--- config.mk ---
export PLATFORM = sky130hd
export DESIGN_NAME = rbs_bist_status
export DESIGN_NICKNAME = d
export VERILOG_FILES = /design/src/logic/rbs_pkg.sv /design/src/logic/rbs_bist_status.sv
export VERILOG_INCLUDE_DIRS = /design/src /design/src/logic
export SDC_FILE = /design/constraint.sdc
export NUM_CORES = 1
export LEC_CHECK = 0
export ABC_AREA = 1
export BUFFER_PORTS_ARGS = -buffer_cell sky130_fd_sc_hd__buf_2
export CAP_MARGIN = 20
export CORE_MARGIN = 2
export CORE_UTILIZATION = 47
export CTS_CLUSTER_DIAMETER = 50
export DETAILED_ROUTE_END_ITERATION = 12
export GPL_ROUTABILITY_DRIVEN = 0
export HOLD_SLACK_MARGIN = 0.03
export PLACE_DENSITY_LB_ADDON = 0.15
export SETUP_SLACK_MARGIN = 0.1
export SLEW_MARGIN = 10
export SYNTH_ARGS = -nofsm -noshare
export SYNTH_HDL_FRONTEND = slang
export SYNTH_SLANG_ARGS = --single-unit
--- constraint.sdc ---
create_clock -name CLK_IN -period 1.7 [get_ports CLK_IN]
set_clock_uncertainty 0.15 [all_clocks]
set_input_delay 0.085 -clock CLK_IN [delete_from_list [all_inputs] [get_ports CLK_IN]]
set_output_delay 0.085 -clock CLK_IN [all_outputs]
set_load 0.01 [all_outputs]
--- src/logic/rbs_params.svh ---
// Register map, field positions, reset values and codes for the self-test status block
`ifndef RBS_PARAMS_SVH
`define RBS_PARAMS_SVH

`define RBS_ADDR_W          8
`define RBS_OFF_CFG         8'h44
`define RBS_OFF_CTRL        8'h48
`define RBS_OFF_IRQ_STAT    8'h50
`define RBS_OFF_IRQ_CLR     8'h54
`define RBS_OFF_IRQ_EN      8'h58

`define RBS_CFG_RESET       32'h02000000
`define RBS_CTRL_RESET      32'h02000000
`define RBS_THR_RESET       2'h2
`define RBS_THR_HI          25
`define RBS_THR_LO          24
`define RBS_ERR_EXCL_BIT    20
`define RBS_CONV_EXCL_BIT   16
`define RBS_RUNNING_BIT     8
`define RBS_RESULT_HI       3
`define RBS_RESULT_LO       0
`define RBS_LAUNCH_BIT      8
`define RBS_CLEAR_BIT       16
`define RBS_SELECT_HI       3
`define RBS_SELECT_LO       0

`define RBS_SEL_NONE        4'h0
`define RBS_CODE_FAIL       4'hF
`define RBS_CODE_CLEAR      4'h0

`define RBS_EV_W            3
`define RBS_EV_PASS         0
`define RBS_EV_FAIL         1
`define RBS_EV_REFUSED      2

`define RBS_LANE_B0         0
`define RBS_LANE_B1         1
`define RBS_LANE_B2         2
`define RBS_LANE_B3         3

`endif

--- src/logic/rbs_pkg.sv ---
// Types shared by the self-test status block and its neighbours
package rbs_pkg;

	// Run state of the self-test sequencer
	typedef enum logic [1:0] {
		RBS_IDLE = 2'b00,
		RBS_RUN  = 2'b01
	} rbs_state_e;

	// Everything the test engine needs to carry out one self-test
	typedef struct packed {
		logic [3:0] select;
		logic [1:0] adc_test_threshold;
		logic       dual_path_error_test_exclude;
		logic       dual_path_conv_test_exclude;
	} rbs_test_req_s;

	// Finished-test report from the test engine
	typedef struct packed {
		logic done;
		logic pass;
	} rbs_test_rsp_s;

endpackage

--- src/logic/rbs_bist_status.sv ---
// Self-test configuration and status registers of the resolver converter, APB slave
`include "rbs_params.svh"

// What this block does
// - Threshold field bits 25:24 picks pass window 16, 8, 32 or 64 LSB.
// - After reset threshold is 10 and the register reads 0x02000000.
// - Bit 20 set drops the dual path error from the conversion error test.
// - Bit 16 set drops the dual path conversion from the conversion test.
// - Bit 8 reads 1 while a self-test runs, else 0.
// - No new test starts while running; software waits for the flag to drop.
// - Outcome of the latest test sits in result bits 3:0.
// - A passing test stores its own selection code as result.
// - A failing test stores 1111 as result.
// - Selection 0000 starts nothing and stores 0000 without judgement.
// - Codes 0101, 0110, 0111 run angle tests at 0, 45 and 270 degrees.
// - Other codes select amplitude, signal, disconnect, conversion and short checks.
// - Reserved bits read their reset value; software writes them back unchanged.
// - Registers accept 8, 16 and 32 bit accesses.
// - Writing launch bit starts the selected test; the bit clears itself soon.
// - Writing clear bit zeroes the result; the bit clears itself soon.
module rbs_bist_status (
	input  wire logic                  CLK_IN,
	input  wire logic                  RESET_IN,
	input  wire logic                  PSEL_IN,
	input  wire logic                  PENABLE_IN,
	input  wire logic                  PWRITE_IN,
	input  wire logic [7:0]            PADDR_IN,
	input  wire logic [31:0]           PWDATA_IN,
	input  wire logic [3:0]            PSTRB_IN,
	output logic      [31:0]           PRDATA_OUT,
	output logic                       PREADY_OUT,
	output logic                       PSLVERR_OUT,
	output logic                       IRQ_OUT,
	output rbs_pkg::rbs_test_req_s     TEST_REQ_OUT,
	output logic                       TEST_START_OUT,
	input  wire rbs_pkg::rbs_test_rsp_s TEST_RSP_IN
);

	// Register state
	logic [1:0]             adc_test_threshold;
	logic                   dual_path_error_test_exclude;
	logic                   dual_path_conv_test_exclude;
	logic [3:0]             self_test_result_code;
	logic [3:0]             self_test_select;
	logic                   self_test_launch;
	logic                   self_test_result_clear;
	logic [3:0]             captured_select;
	rbs_pkg::rbs_state_e    state;
	logic [`RBS_EV_W-1:0]   irq_status;
	logic [`RBS_EV_W-1:0]   irq_enable;

	// Bus decode
	logic                   access;
	logic                   wr_cfg;
	logic                   wr_ctrl;
	logic                   wr_clr;
	logic                   wr_en;
	logic                   mapped;
	logic [31:0]            read_word;

	// Sequencer decisions
	logic                   start_ok;
	logic                   refused;
	logic                   zero_select;
	logic                   test_done;
	logic [`RBS_EV_W-1:0]   events;
	logic [`RBS_EV_W-1:0]   next_irq_status;
	logic [`RBS_EV_W-1:0]   next_irq_enable;

	// Byte-lane write enables, one per field
	logic                   thr_we;
	logic                   opt_we;
	logic                   sel_we;
	logic                   launch_we;
	logic                   clear_we;
	logic                   irq_clr_we;
	logic                   irq_en_we;

	// Bus phase and run state helpers
	logic                   first_access;
	logic                   running;
	logic                   idle;
	logic                   zero_launch;

	// Access phase is taken at the edge where our registered ready is high
	assign access  = PSEL_IN & PENABLE_IN & PREADY_OUT;
	assign wr_cfg  = access & PWRITE_IN & (PADDR_IN == `RBS_OFF_CFG);
	assign wr_ctrl = access & PWRITE_IN & (PADDR_IN == `RBS_OFF_CTRL);
	assign wr_clr  = access & PWRITE_IN & (PADDR_IN == `RBS_OFF_IRQ_CLR);
	assign wr_en   = access & PWRITE_IN & (PADDR_IN == `RBS_OFF_IRQ_EN);

	// One enable per field, qualified by the byte lane that carries it
	assign thr_we     = wr_cfg & PSTRB_IN[`RBS_LANE_B3];
	assign opt_we     = wr_cfg & PSTRB_IN[`RBS_LANE_B2];
	assign sel_we     = wr_ctrl & PSTRB_IN[`RBS_LANE_B0];
	assign launch_we  = wr_ctrl & PSTRB_IN[`RBS_LANE_B1] & PWDATA_IN[`RBS_LAUNCH_BIT];
	assign clear_we   = wr_ctrl & PSTRB_IN[`RBS_LANE_B2] & PWDATA_IN[`RBS_CLEAR_BIT];
	assign irq_clr_we = wr_clr & PSTRB_IN[`RBS_LANE_B0];
	assign irq_en_we  = wr_en & PSTRB_IN[`RBS_LANE_B0];

	// First access cycle: the edge that raises ready and loads read data
	// Gating with ready keeps a held access from being answered twice
	assign first_access = PSEL_IN & PENABLE_IN & ~PREADY_OUT;

	// Run state as plain flags for the read mux and the launch logic
	assign running = (state == rbs_pkg::RBS_RUN);
	assign idle    = (state == rbs_pkg::RBS_IDLE);

	// Address map check, unmapped addresses answer with an error
	always_comb begin
		case (PADDR_IN)
			`RBS_OFF_CFG,
			`RBS_OFF_CTRL,
			`RBS_OFF_IRQ_STAT,
			`RBS_OFF_IRQ_CLR,
			`RBS_OFF_IRQ_EN: mapped = 1'b1;
			default: mapped = 1'b0;
		endcase
	end

	// Read mux; reserved bits show their reset value
	always_comb begin
		read_word = 32'h00000000;
		case (PADDR_IN)
			`RBS_OFF_CFG: begin
				read_word = `RBS_CFG_RESET;
				read_word[`RBS_THR_HI:`RBS_THR_LO] = adc_test_threshold;
				read_word[`RBS_ERR_EXCL_BIT] = dual_path_error_test_exclude;
				read_word[`RBS_CONV_EXCL_BIT] = dual_path_conv_test_exclude;
				read_word[`RBS_RUNNING_BIT] = running;
				read_word[`RBS_RESULT_HI:`RBS_RESULT_LO] = self_test_result_code;
			end
			`RBS_OFF_CTRL: begin
				read_word = `RBS_CTRL_RESET;
				read_word[`RBS_CLEAR_BIT] = self_test_result_clear;
				read_word[`RBS_LAUNCH_BIT] = self_test_launch;
				read_word[`RBS_SELECT_HI:`RBS_SELECT_LO] = self_test_select;
			end
			`RBS_OFF_IRQ_STAT: begin
				read_word[`RBS_EV_W-1:0] = irq_status;
			end
			`RBS_OFF_IRQ_EN: begin
				read_word[`RBS_EV_W-1:0] = irq_enable;
			end
			default: begin
				read_word = 32'h00000000;
			end
		endcase
	end

	// APB ready: one wait state, then a one-cycle pulse
	always_ff @(posedge CLK_IN or posedge RESET_IN) begin
		if (RESET_IN) begin
			PREADY_OUT <= 1'b0;
		end else begin
			PREADY_OUT <= first_access;
		end
	end

	// Error answer for unmapped addresses, aligned with ready
	always_ff @(posedge CLK_IN or posedge RESET_IN) begin
		if (RESET_IN) begin
			PSLVERR_OUT <= 1'b0;
		end else begin
			PSLVERR_OUT <= first_access & ~mapped;
		end
	end

	// Read data stands only in the ready cycle
	// Zero outside it keeps stale words off the bus
	always_ff @(posedge CLK_IN or posedge RESET_IN) begin
		if (RESET_IN) begin
			PRDATA_OUT <= 32'h00000000;
		end else if (first_access & ~PWRITE_IN & mapped) begin
			PRDATA_OUT <= read_word;
		end else begin
			PRDATA_OUT <= 32'h00000000;
		end
	end

	// Threshold field, carried by the top byte lane
	always_ff @(posedge CLK_IN or posedge RESET_IN) begin
		if (RESET_IN) begin
			adc_test_threshold <= `RBS_THR_RESET;
		end else if (thr_we) begin
			adc_test_threshold <= PWDATA_IN[`RBS_THR_HI:`RBS_THR_LO];
		end
	end

	// Dual path options, both in the third byte lane
	// Writes to reserved bits are dropped, so they keep their reset value
	always_ff @(posedge CLK_IN or posedge RESET_IN) begin
		if (RESET_IN) begin
			dual_path_error_test_exclude <= 1'b0;
			dual_path_conv_test_exclude  <= 1'b0;
		end else if (opt_we) begin
			dual_path_error_test_exclude <= PWDATA_IN[`RBS_ERR_EXCL_BIT];
			dual_path_conv_test_exclude  <= PWDATA_IN[`RBS_CONV_EXCL_BIT];
		end
	end

	// Selection field of the control register
	always_ff @(posedge CLK_IN or posedge RESET_IN) begin
		if (RESET_IN) begin
			self_test_select <= `RBS_SEL_NONE;
		end else if (sel_we) begin
			self_test_select <= PWDATA_IN[`RBS_SELECT_HI:`RBS_SELECT_LO];
		end
	end

	// Launch bit: set by a write, dropped on the next edge
	// A launch that finds a test running only raises the refused event
	always_ff @(posedge CLK_IN or posedge RESET_IN) begin
		if (RESET_IN) begin
			self_test_launch <= 1'b0;
		end else begin
			self_test_launch <= launch_we;
		end
	end

	// Clear bit: set by a write, dropped on the next edge
	always_ff @(posedge CLK_IN or posedge RESET_IN) begin
		if (RESET_IN) begin
			self_test_result_clear <= 1'b0;
		end else begin
			self_test_result_clear <= clear_we;
		end
	end

	// Launch decisions; the selection in force is the one after the write
	assign zero_select = (self_test_select == `RBS_SEL_NONE);
	// Prohibited codes are not blocked; they start like any other code
	assign start_ok    = self_test_launch & ~zero_select & idle;
	assign refused     = self_test_launch & running;
	assign zero_launch = self_test_launch & zero_select & idle;
	assign test_done   = TEST_RSP_IN.done & running;

	// Sequencer: idle until a valid launch, running until the engine reports
	always_ff @(posedge CLK_IN or posedge RESET_IN) begin
		if (RESET_IN) begin
			state           <= rbs_pkg::RBS_IDLE;
			captured_select <= `RBS_SEL_NONE;
		end else begin
			case (state)
				rbs_pkg::RBS_IDLE: begin
					if (start_ok) begin
						state           <= rbs_pkg::RBS_RUN;
						captured_select <= self_test_select;
					end
				end
				rbs_pkg::RBS_RUN: begin
					if (test_done) begin
						state <= rbs_pkg::RBS_IDLE;
					end
				end
				default: begin
					state <= rbs_pkg::RBS_IDLE;
				end
			endcase
		end
	end

	// Result code; a finishing test wins over a clear in the same cycle
	always_ff @(posedge CLK_IN or posedge RESET_IN) begin
		if (RESET_IN) begin
			self_test_result_code <= `RBS_CODE_CLEAR;
		end else if (test_done) begin
			if (TEST_RSP_IN.pass) begin
				self_test_result_code <= captured_select;
			end else begin
				self_test_result_code <= `RBS_CODE_FAIL;
			end
		end else if (zero_launch) begin
			self_test_result_code <= `RBS_CODE_CLEAR;
		end else if (self_test_result_clear) begin
			self_test_result_code <= `RBS_CODE_CLEAR;
		end
	end

	// Request towards the test engine: held steady through the run
	always_ff @(posedge CLK_IN or posedge RESET_IN) begin
		if (RESET_IN) begin
			TEST_REQ_OUT   <= '0;
			TEST_START_OUT <= 1'b0;
		end else begin
			TEST_START_OUT <= start_ok;
			if (start_ok) begin
				TEST_REQ_OUT.select <= self_test_select;
				TEST_REQ_OUT.adc_test_threshold <= adc_test_threshold;
				TEST_REQ_OUT.dual_path_error_test_exclude <= dual_path_error_test_exclude;
				TEST_REQ_OUT.dual_path_conv_test_exclude <= dual_path_conv_test_exclude;
			end
		end
	end

	// Event sources for the interrupt status bits
	assign events[`RBS_EV_PASS]    = test_done & TEST_RSP_IN.pass;
	assign events[`RBS_EV_FAIL]    = test_done & ~TEST_RSP_IN.pass;
	assign events[`RBS_EV_REFUSED] = refused;

	// Sticky status, one bit per event: a new event beats a clear of the same bit
	genvar ev;
	generate
		for (ev = 0; ev < `RBS_EV_W; ev = ev + 1) begin : g_status
			assign next_irq_status[ev] = events[ev]
				| (irq_status[ev] & ~(irq_clr_we & PWDATA_IN[ev]));
		end
	endgenerate

	// Enable register, low byte only
	always_comb begin
		next_irq_enable = irq_enable;
		if (irq_en_we) begin
			next_irq_enable = PWDATA_IN[`RBS_EV_W-1:0];
		end
	end

	// Status register
	always_ff @(posedge CLK_IN or posedge RESET_IN) begin
		if (RESET_IN) begin
			irq_status <= '0;
		end else begin
			irq_status <= next_irq_status;
		end
	end

	// Enable register
	always_ff @(posedge CLK_IN or posedge RESET_IN) begin
		if (RESET_IN) begin
			irq_enable <= '0;
		end else begin
			irq_enable <= next_irq_enable;
		end
	end

	// Level interrupt from the next values, so it rises with the status bit
	// and falls in the same cycle as a clear of the last enabled bit
	always_ff @(posedge CLK_IN or posedge RESET_IN) begin
		if (RESET_IN) begin
			IRQ_OUT <= 1'b0;
		end else begin
			IRQ_OUT <= |(next_irq_status & next_irq_enable);
		end
	end

endmodule

# Yosys cells after proc, flatten, opt, wreduce, memory -nomap -nowiden
# Cells that the tools add are included.
dict set report classes {
  eq_ne 8
  muxes 12
  bitwise_logic 46
  reduce_logical 7
}
# cell n
set op_table {}
lappend op_table {{one-hot mux 23 bit (2 select lines)} 1}
lappend op_table {{equality test 8 x 7 -> 1 bit (second input constant)} 5}
lappend op_table {{AND 1 bit} 34}
lappend op_table {{2-to-1 mux 32 bit} 1}
lappend op_table {{2-to-1 mux 4 bit} 4}
lappend op_table {{one-hot mux 3 bit (4 select lines)} 1}
lappend op_table {{inverter 1 bit} 8}
lappend op_table {{OR reduction 5 bit} 1}
lappend op_table {{zero test 4 bit} 1}
lappend op_table {{2-to-1 mux 2 bit} 2}
lappend op_table {{inequality test 2 bit (second input constant)} 2}
lappend op_table {{one-hot mux 2 bit (2 select lines)} 1}
lappend op_table {{AND reduction 2 bit} 2}
lappend op_table {{AND 3 bit} 1}
lappend op_table {{2-to-1 mux 3 bit} 1}
lappend op_table {{bitwise OR 1 bit} 3}
lappend op_table {{nonzero test 3 bit} 1}
lappend op_table {{OR reduction 3 bit} 1}
lappend op_table {{equality test 2 x 1 -> 1 bit (second input constant)} 1}
lappend op_table {{zero test 2 bit} 1}
lappend op_table {{2-to-1 mux 1 bit} 1}
dict set report totals {
  ff_bits 70
  in_bits 51
  output_inout_bits 44
  word_cells 93
}

# Longest topological paths before layout
dict set report logic_depth {
  word_depth 11
  ltp_mapped 9
  depth_no_buf 9
}

# Least setup slack after synthesis
# Ideal clock, no wire load.
dict set report synth_path {
  path_type {flip-flop to flip-flop}
  from {reg PREADY_OUT}
  to {reg self_test_select[2]}
  setup_ns 0.125
  t_arrival_ns 1.166
  required_time_ns 1.425
  setup_slack_ns 0.259
  stages_incl_launch_ff 5
  path_buffers 0
  synth_period_minus_slack_ns 1.441
  cell_sequence {dfrtp_1 -> nand2_1 -> nor3_4 -> nand2_4 -> mux2_4}
}
dict set report synth_via {
  elab_chain_cells 4
}
# item line_no
set synth_rtl {}
lappend synth_rtl {{from (decl)} rbs_bist_status.sv:31} ;# output logic PREADY_OUT,
lappend synth_rtl {{from (signal assigned)} rbs_bist_status.sv:156} ;# PREADY_OUT <= first_access;
lappend synth_rtl {{AND 1 bit} rbs_bist_status.sv:86} ;# assign access = PSEL_IN & PENABLE_IN & PREADY_OUT;
lappend synth_rtl {{AND 1 bit (2 in a row)} rbs_bist_status.sv:88} ;# assign wr_ctrl = access & PWRITE_IN & (PADDR_IN == `RBS_OFF_CTRL);
lappend synth_rtl {{AND 1 bit} rbs_bist_status.sv:95} ;# assign sel_we = wr_ctrl & PSTRB_IN[`RBS_LANE_B0];
lappend synth_rtl {{to (signal assigned)} rbs_bist_status.sv:205} ;# self_test_select <= `RBS_SEL_NONE;
lappend synth_rtl {{to (signal assigned)} rbs_bist_status.sv:207} ;# self_test_select <= PWDATA_IN[`RBS_SELECT_HI:`RBS_SELECT_LO];
lappend synth_rtl {{to (decl)} rbs_bist_status.sv:44} ;# logic [3:0] self_test_select;
# No other way between the ends.
# A chain may end at the register's enable or synchronous reset.

# Worst setup path after layout
dict set report layout_path {
  from {in PENABLE_IN}
  to {reg self_test_select[2]}
}
dict set report layout_via {
  elab_chain_cells 5
}
# item line_no
set layout_rtl {}
lappend layout_rtl {{from (decl)} rbs_bist_status.sv:25} ;# input wire logic PENABLE_IN,
lappend layout_rtl {{AND 1 bit (2 in a row)} rbs_bist_status.sv:86}
lappend layout_rtl {{AND 1 bit (2 in a row)} rbs_bist_status.sv:88}
lappend layout_rtl {{AND 1 bit} rbs_bist_status.sv:95}
# No other way between the ends.

==> flow_summary.yaml <==
drt:
  via_per_inst: 4.51
  drc_errors: 0
  ant_nets: 0
  wl_per_cell_um: 11.4
  drt-pass1-iter-count: 4
  vias: 1679
  drtIter0Drc: 82
  totalWireLength_um: 4250
synth:
  syn_area_um2: 2140
  synth_cell_type_count: 27
  ys_warn_count: 0
  ys_ff_latch: 42
  yosysSeqAreaShare: 0.492
  synth_cells: 243
  synth.avg_cell_area_um2: 8.80
grt:
  grtUsageTotal: 0.185
  grt_start_max_net_pins: 43
  grt_pass1_wl_um: 7310
  grt_pass1_vias: 1687
  grt.overflow.total: 0
  antenna_found_initial: 0
timing:
  fin_tns_setup_ns: 0
  post-route-period-util: 0.887
  fmax_mhz: 663
  period_needed_ns: 1.51
  worstMarginPinSlew_ns: 0.532
  setup_viol: 0
  fin_ws_ns: 0.193
  rsz0062_at_grt: "false"
  whs_ns: 0.0548
  slew_violations: 0
  hold_violations: 0
  relSlewSlack: 0.645
cells_and_area:
  fill_cells: 383
  layout-drive-gt1-share: 0.316
  multiInputGateArea_um2: 861
  seqCellArea_um2: 1050
  syn2layout_area_growth_pct: 27.0
  finalInstanceArea_um2: 2720
  fin_nets: 370
  fin_cells: 372
  antenna_cells: 0
pwr:
  irDropWorstVdd_uv: 554
  swShare: 0.218
  power_leakage_nw: 1.47
  p_clk_frac: 0.440
  combPwrFrac: 0.082
  seqPwrFrac: 0.478
  p_sw_mw: 0.467
  p_int_mw: 1.68
  p_per_area_nw_per_um2: 789
clocking:
  clockBufferDepth: 2
  cts_tree: "built"
  cts.sinks: 42
  numCtsBuffers: 5
  path_clk_slew_ns: 0.08
  h-tree-depth: 2
  cts_root_buffer: "clkbuf_8"
  clock_latency_ns: 0.30
floorplan:
  die_x_um: 71.5
  initial_core_util: 0.488
  dieArea_um2: 5110
  core_um2: 4380
  io_pins: 95
  fp-row-count: 24
  dieHeight_um: 71.5
worst_setup_path:
  worst_setup_path_end_kind: "register"
  cp.required_ns: 1.73
  critPathMaxFanout: 7
  slowest_delay_ns: 0.53
  cpLargestDelayFamily: "buffers and inverters"
  crit_type: "input port to register"
  path_cells: "dlygate4sd3_1 > buf_2 > nand2_2 > nor3_4 > buf_12 > nand2_4 > mux2_4"
  arrival_ns: 1.54
  path_buf_inv: 3
  start_kind: "input port"
  critPathSlowestCell: "dlygate4sd3_1"
place:
  place_ws_ns: 0.194
  port_buffers: 48
  dpl.cell_count: 344
  dp_hpwl_um: 3100
  place_area_um2: 2370
job:
  maxCapViolations: 0
status:
  status: "complete, no violations"
hold_path:
  worstHoldPathType: "input port to register"
tightest hold or removal path: stages:
cell     delay, ns
buf_2         0.10
nand2_2       0.11
nor2_1        0.06
inv_1         0.07
nor2_1        0.04
power by group through the flow:
stage | combinational, mW | sequential [mW] | clock, mW
floorplan | 0.122 | 1.04 | 0
global placement | 0.141 | 1.04 | 0
detailed placement | 0.143 | 1.04 | 0
CTS | 0.177 | 1.02 | 0.969
global route | 0.199 | 1.03 | 1.01
finish | 0.177 | 1.02 | 0.944
per-layer routing:
metal | global-route usage | vias up | wire length [um]
met1 | 0.235 | 761 | 1910
met5 | 0 | - | 0
met4 | 0.0839 | 0 | 81
met3 | 0.0380 | 5 | 244
met2 | 0.303 | 57 | 2020
li1 | - | 856 | -
per-stage QoR:
| step | util | power, mW |
|---|---|---|
| after global routing | 0.620 | 2.24 |
| final | 0.620 | 2.14 |
| after CTS | 0.614 | 2.17 |
| after floorplan | - | 1.17 |
| after detailed placement | 0.540 | 1.19 |
| after global placement | 0.540 | 1.18 |
cell usage after synthesis:
library cell	instances	area [um^2]
nor2_8	1	20.0
nor2_2	8	50.1
nand2_4	2	22.5
nand2_2	4	25.0
nor4_2	1	12.5
nor2_4	5	56.3
nor2_1	20	75.1
o21ai_2	6	52.6
dfrtp_1	41	1030
nand3_4	1	17.5
mux2_4	1	15.0
nand4_1	1	6.26
nand3_1	9	45.0
nand2_1	56	210
inv_1	25	93.8
a21oi_1	4	20.0
nand4_2	1	12.5
conb_1	1	3.75
buf_6	1	11.3
inv_2	7	26.3
or2_1	1	6.26
o21ai_0	15	75.1
buf_4	24	180
nor3_4	1	16.3
dfstp_2	1	26.3
o21ai_1	3	15.0
o22ai_1	3	18.8
cells in the final DEF (no fill, tap or decap), types with 2 or more instances in the layout:
cell and count:
nor2_2 8, clkbuf_8 5, nand2_2 4, a21oi_1 4, bufinv_16 2, inv_1 25, o22ai_1 3, buf_2 48
nand2_4 2, nand3_1 9, dfrtp_1 41, o21ai_0 15, dlygate4sd3_1 19, conb_1 23, o21ai_1 3, buf_4 4
inv_2 7, nor2_4 5, nor2_1 20, o21ai_2 6, nand2_1 56
area by class of cell:
class,count,share of cell area
inverters,32,0.0442
multi-input cells,166,0.317
flip-flops and latches,42,0.387
clock buffers,5,0.0253
clock inverters,3,0.0253
well taps,52,0.0240
repair buffers,72,0.177
what timing repair did:
action / CTS / global route
buffers inserted: 0 / 1
hold buffers: 19 / 0
resized for setup: 0 / 1
hold endpoints to repair: 70 / 0
setup endpoints to repair: 0 / 9
worst paths after layout:
check / start / end / slack (ns) / depth (start not counted)
max: PENABLE_IN / self_test_select[2]$_DFFE_PP0P_ / 0.19 / 7
min: PSEL_IN / PSLVERR_OUT$_DFF_PP0_ / 0.05 / 5
max reg2reg: PREADY_OUT$_DFF_PP0_ / self_test_select[2]$_DFFE_PP0P_ / 0.26 / 5
min reg2reg: TEST_REQ_OUT[2]$_DFFE_PP0P_ / TEST_REQ_OUT[2]$_DFFE_PP0P_ / 0.33 / 2
max in group asynchronous: RESET_IN / self_test_result_code[0]$_DFFE_PP0P_ / 0.72 / 4
min in group asynchronous: RESET_IN / PRDATA_OUT[24]$_DFF_PP0_ / 0.30 / 4
state kept, by name, indices dropped and copies added (netlist names), 2 cells and up:
signal	flops
PRDATA_OUT	9
irq_enable	3
adc_test_threshold	2
irq_status	3
self_test_result_code	4
self_test_select	4
TEST_REQ_OUT	7
logic make-up (layout without fill, tap and decap cells):
group                  Yosys count  count (layout)  share of synthesized area
AO/OA/AOI/OAI                   31              31                     0.0848
flip-flops                      42              42                      0.492
other                            1              23                    0.00175
multiplexers                     1               1                    0.00702
buffers and inverters           57             112                      0.146
AND/OR/NAND/NOR                111             111                      0.269
(Power assumes the default switching activity.)
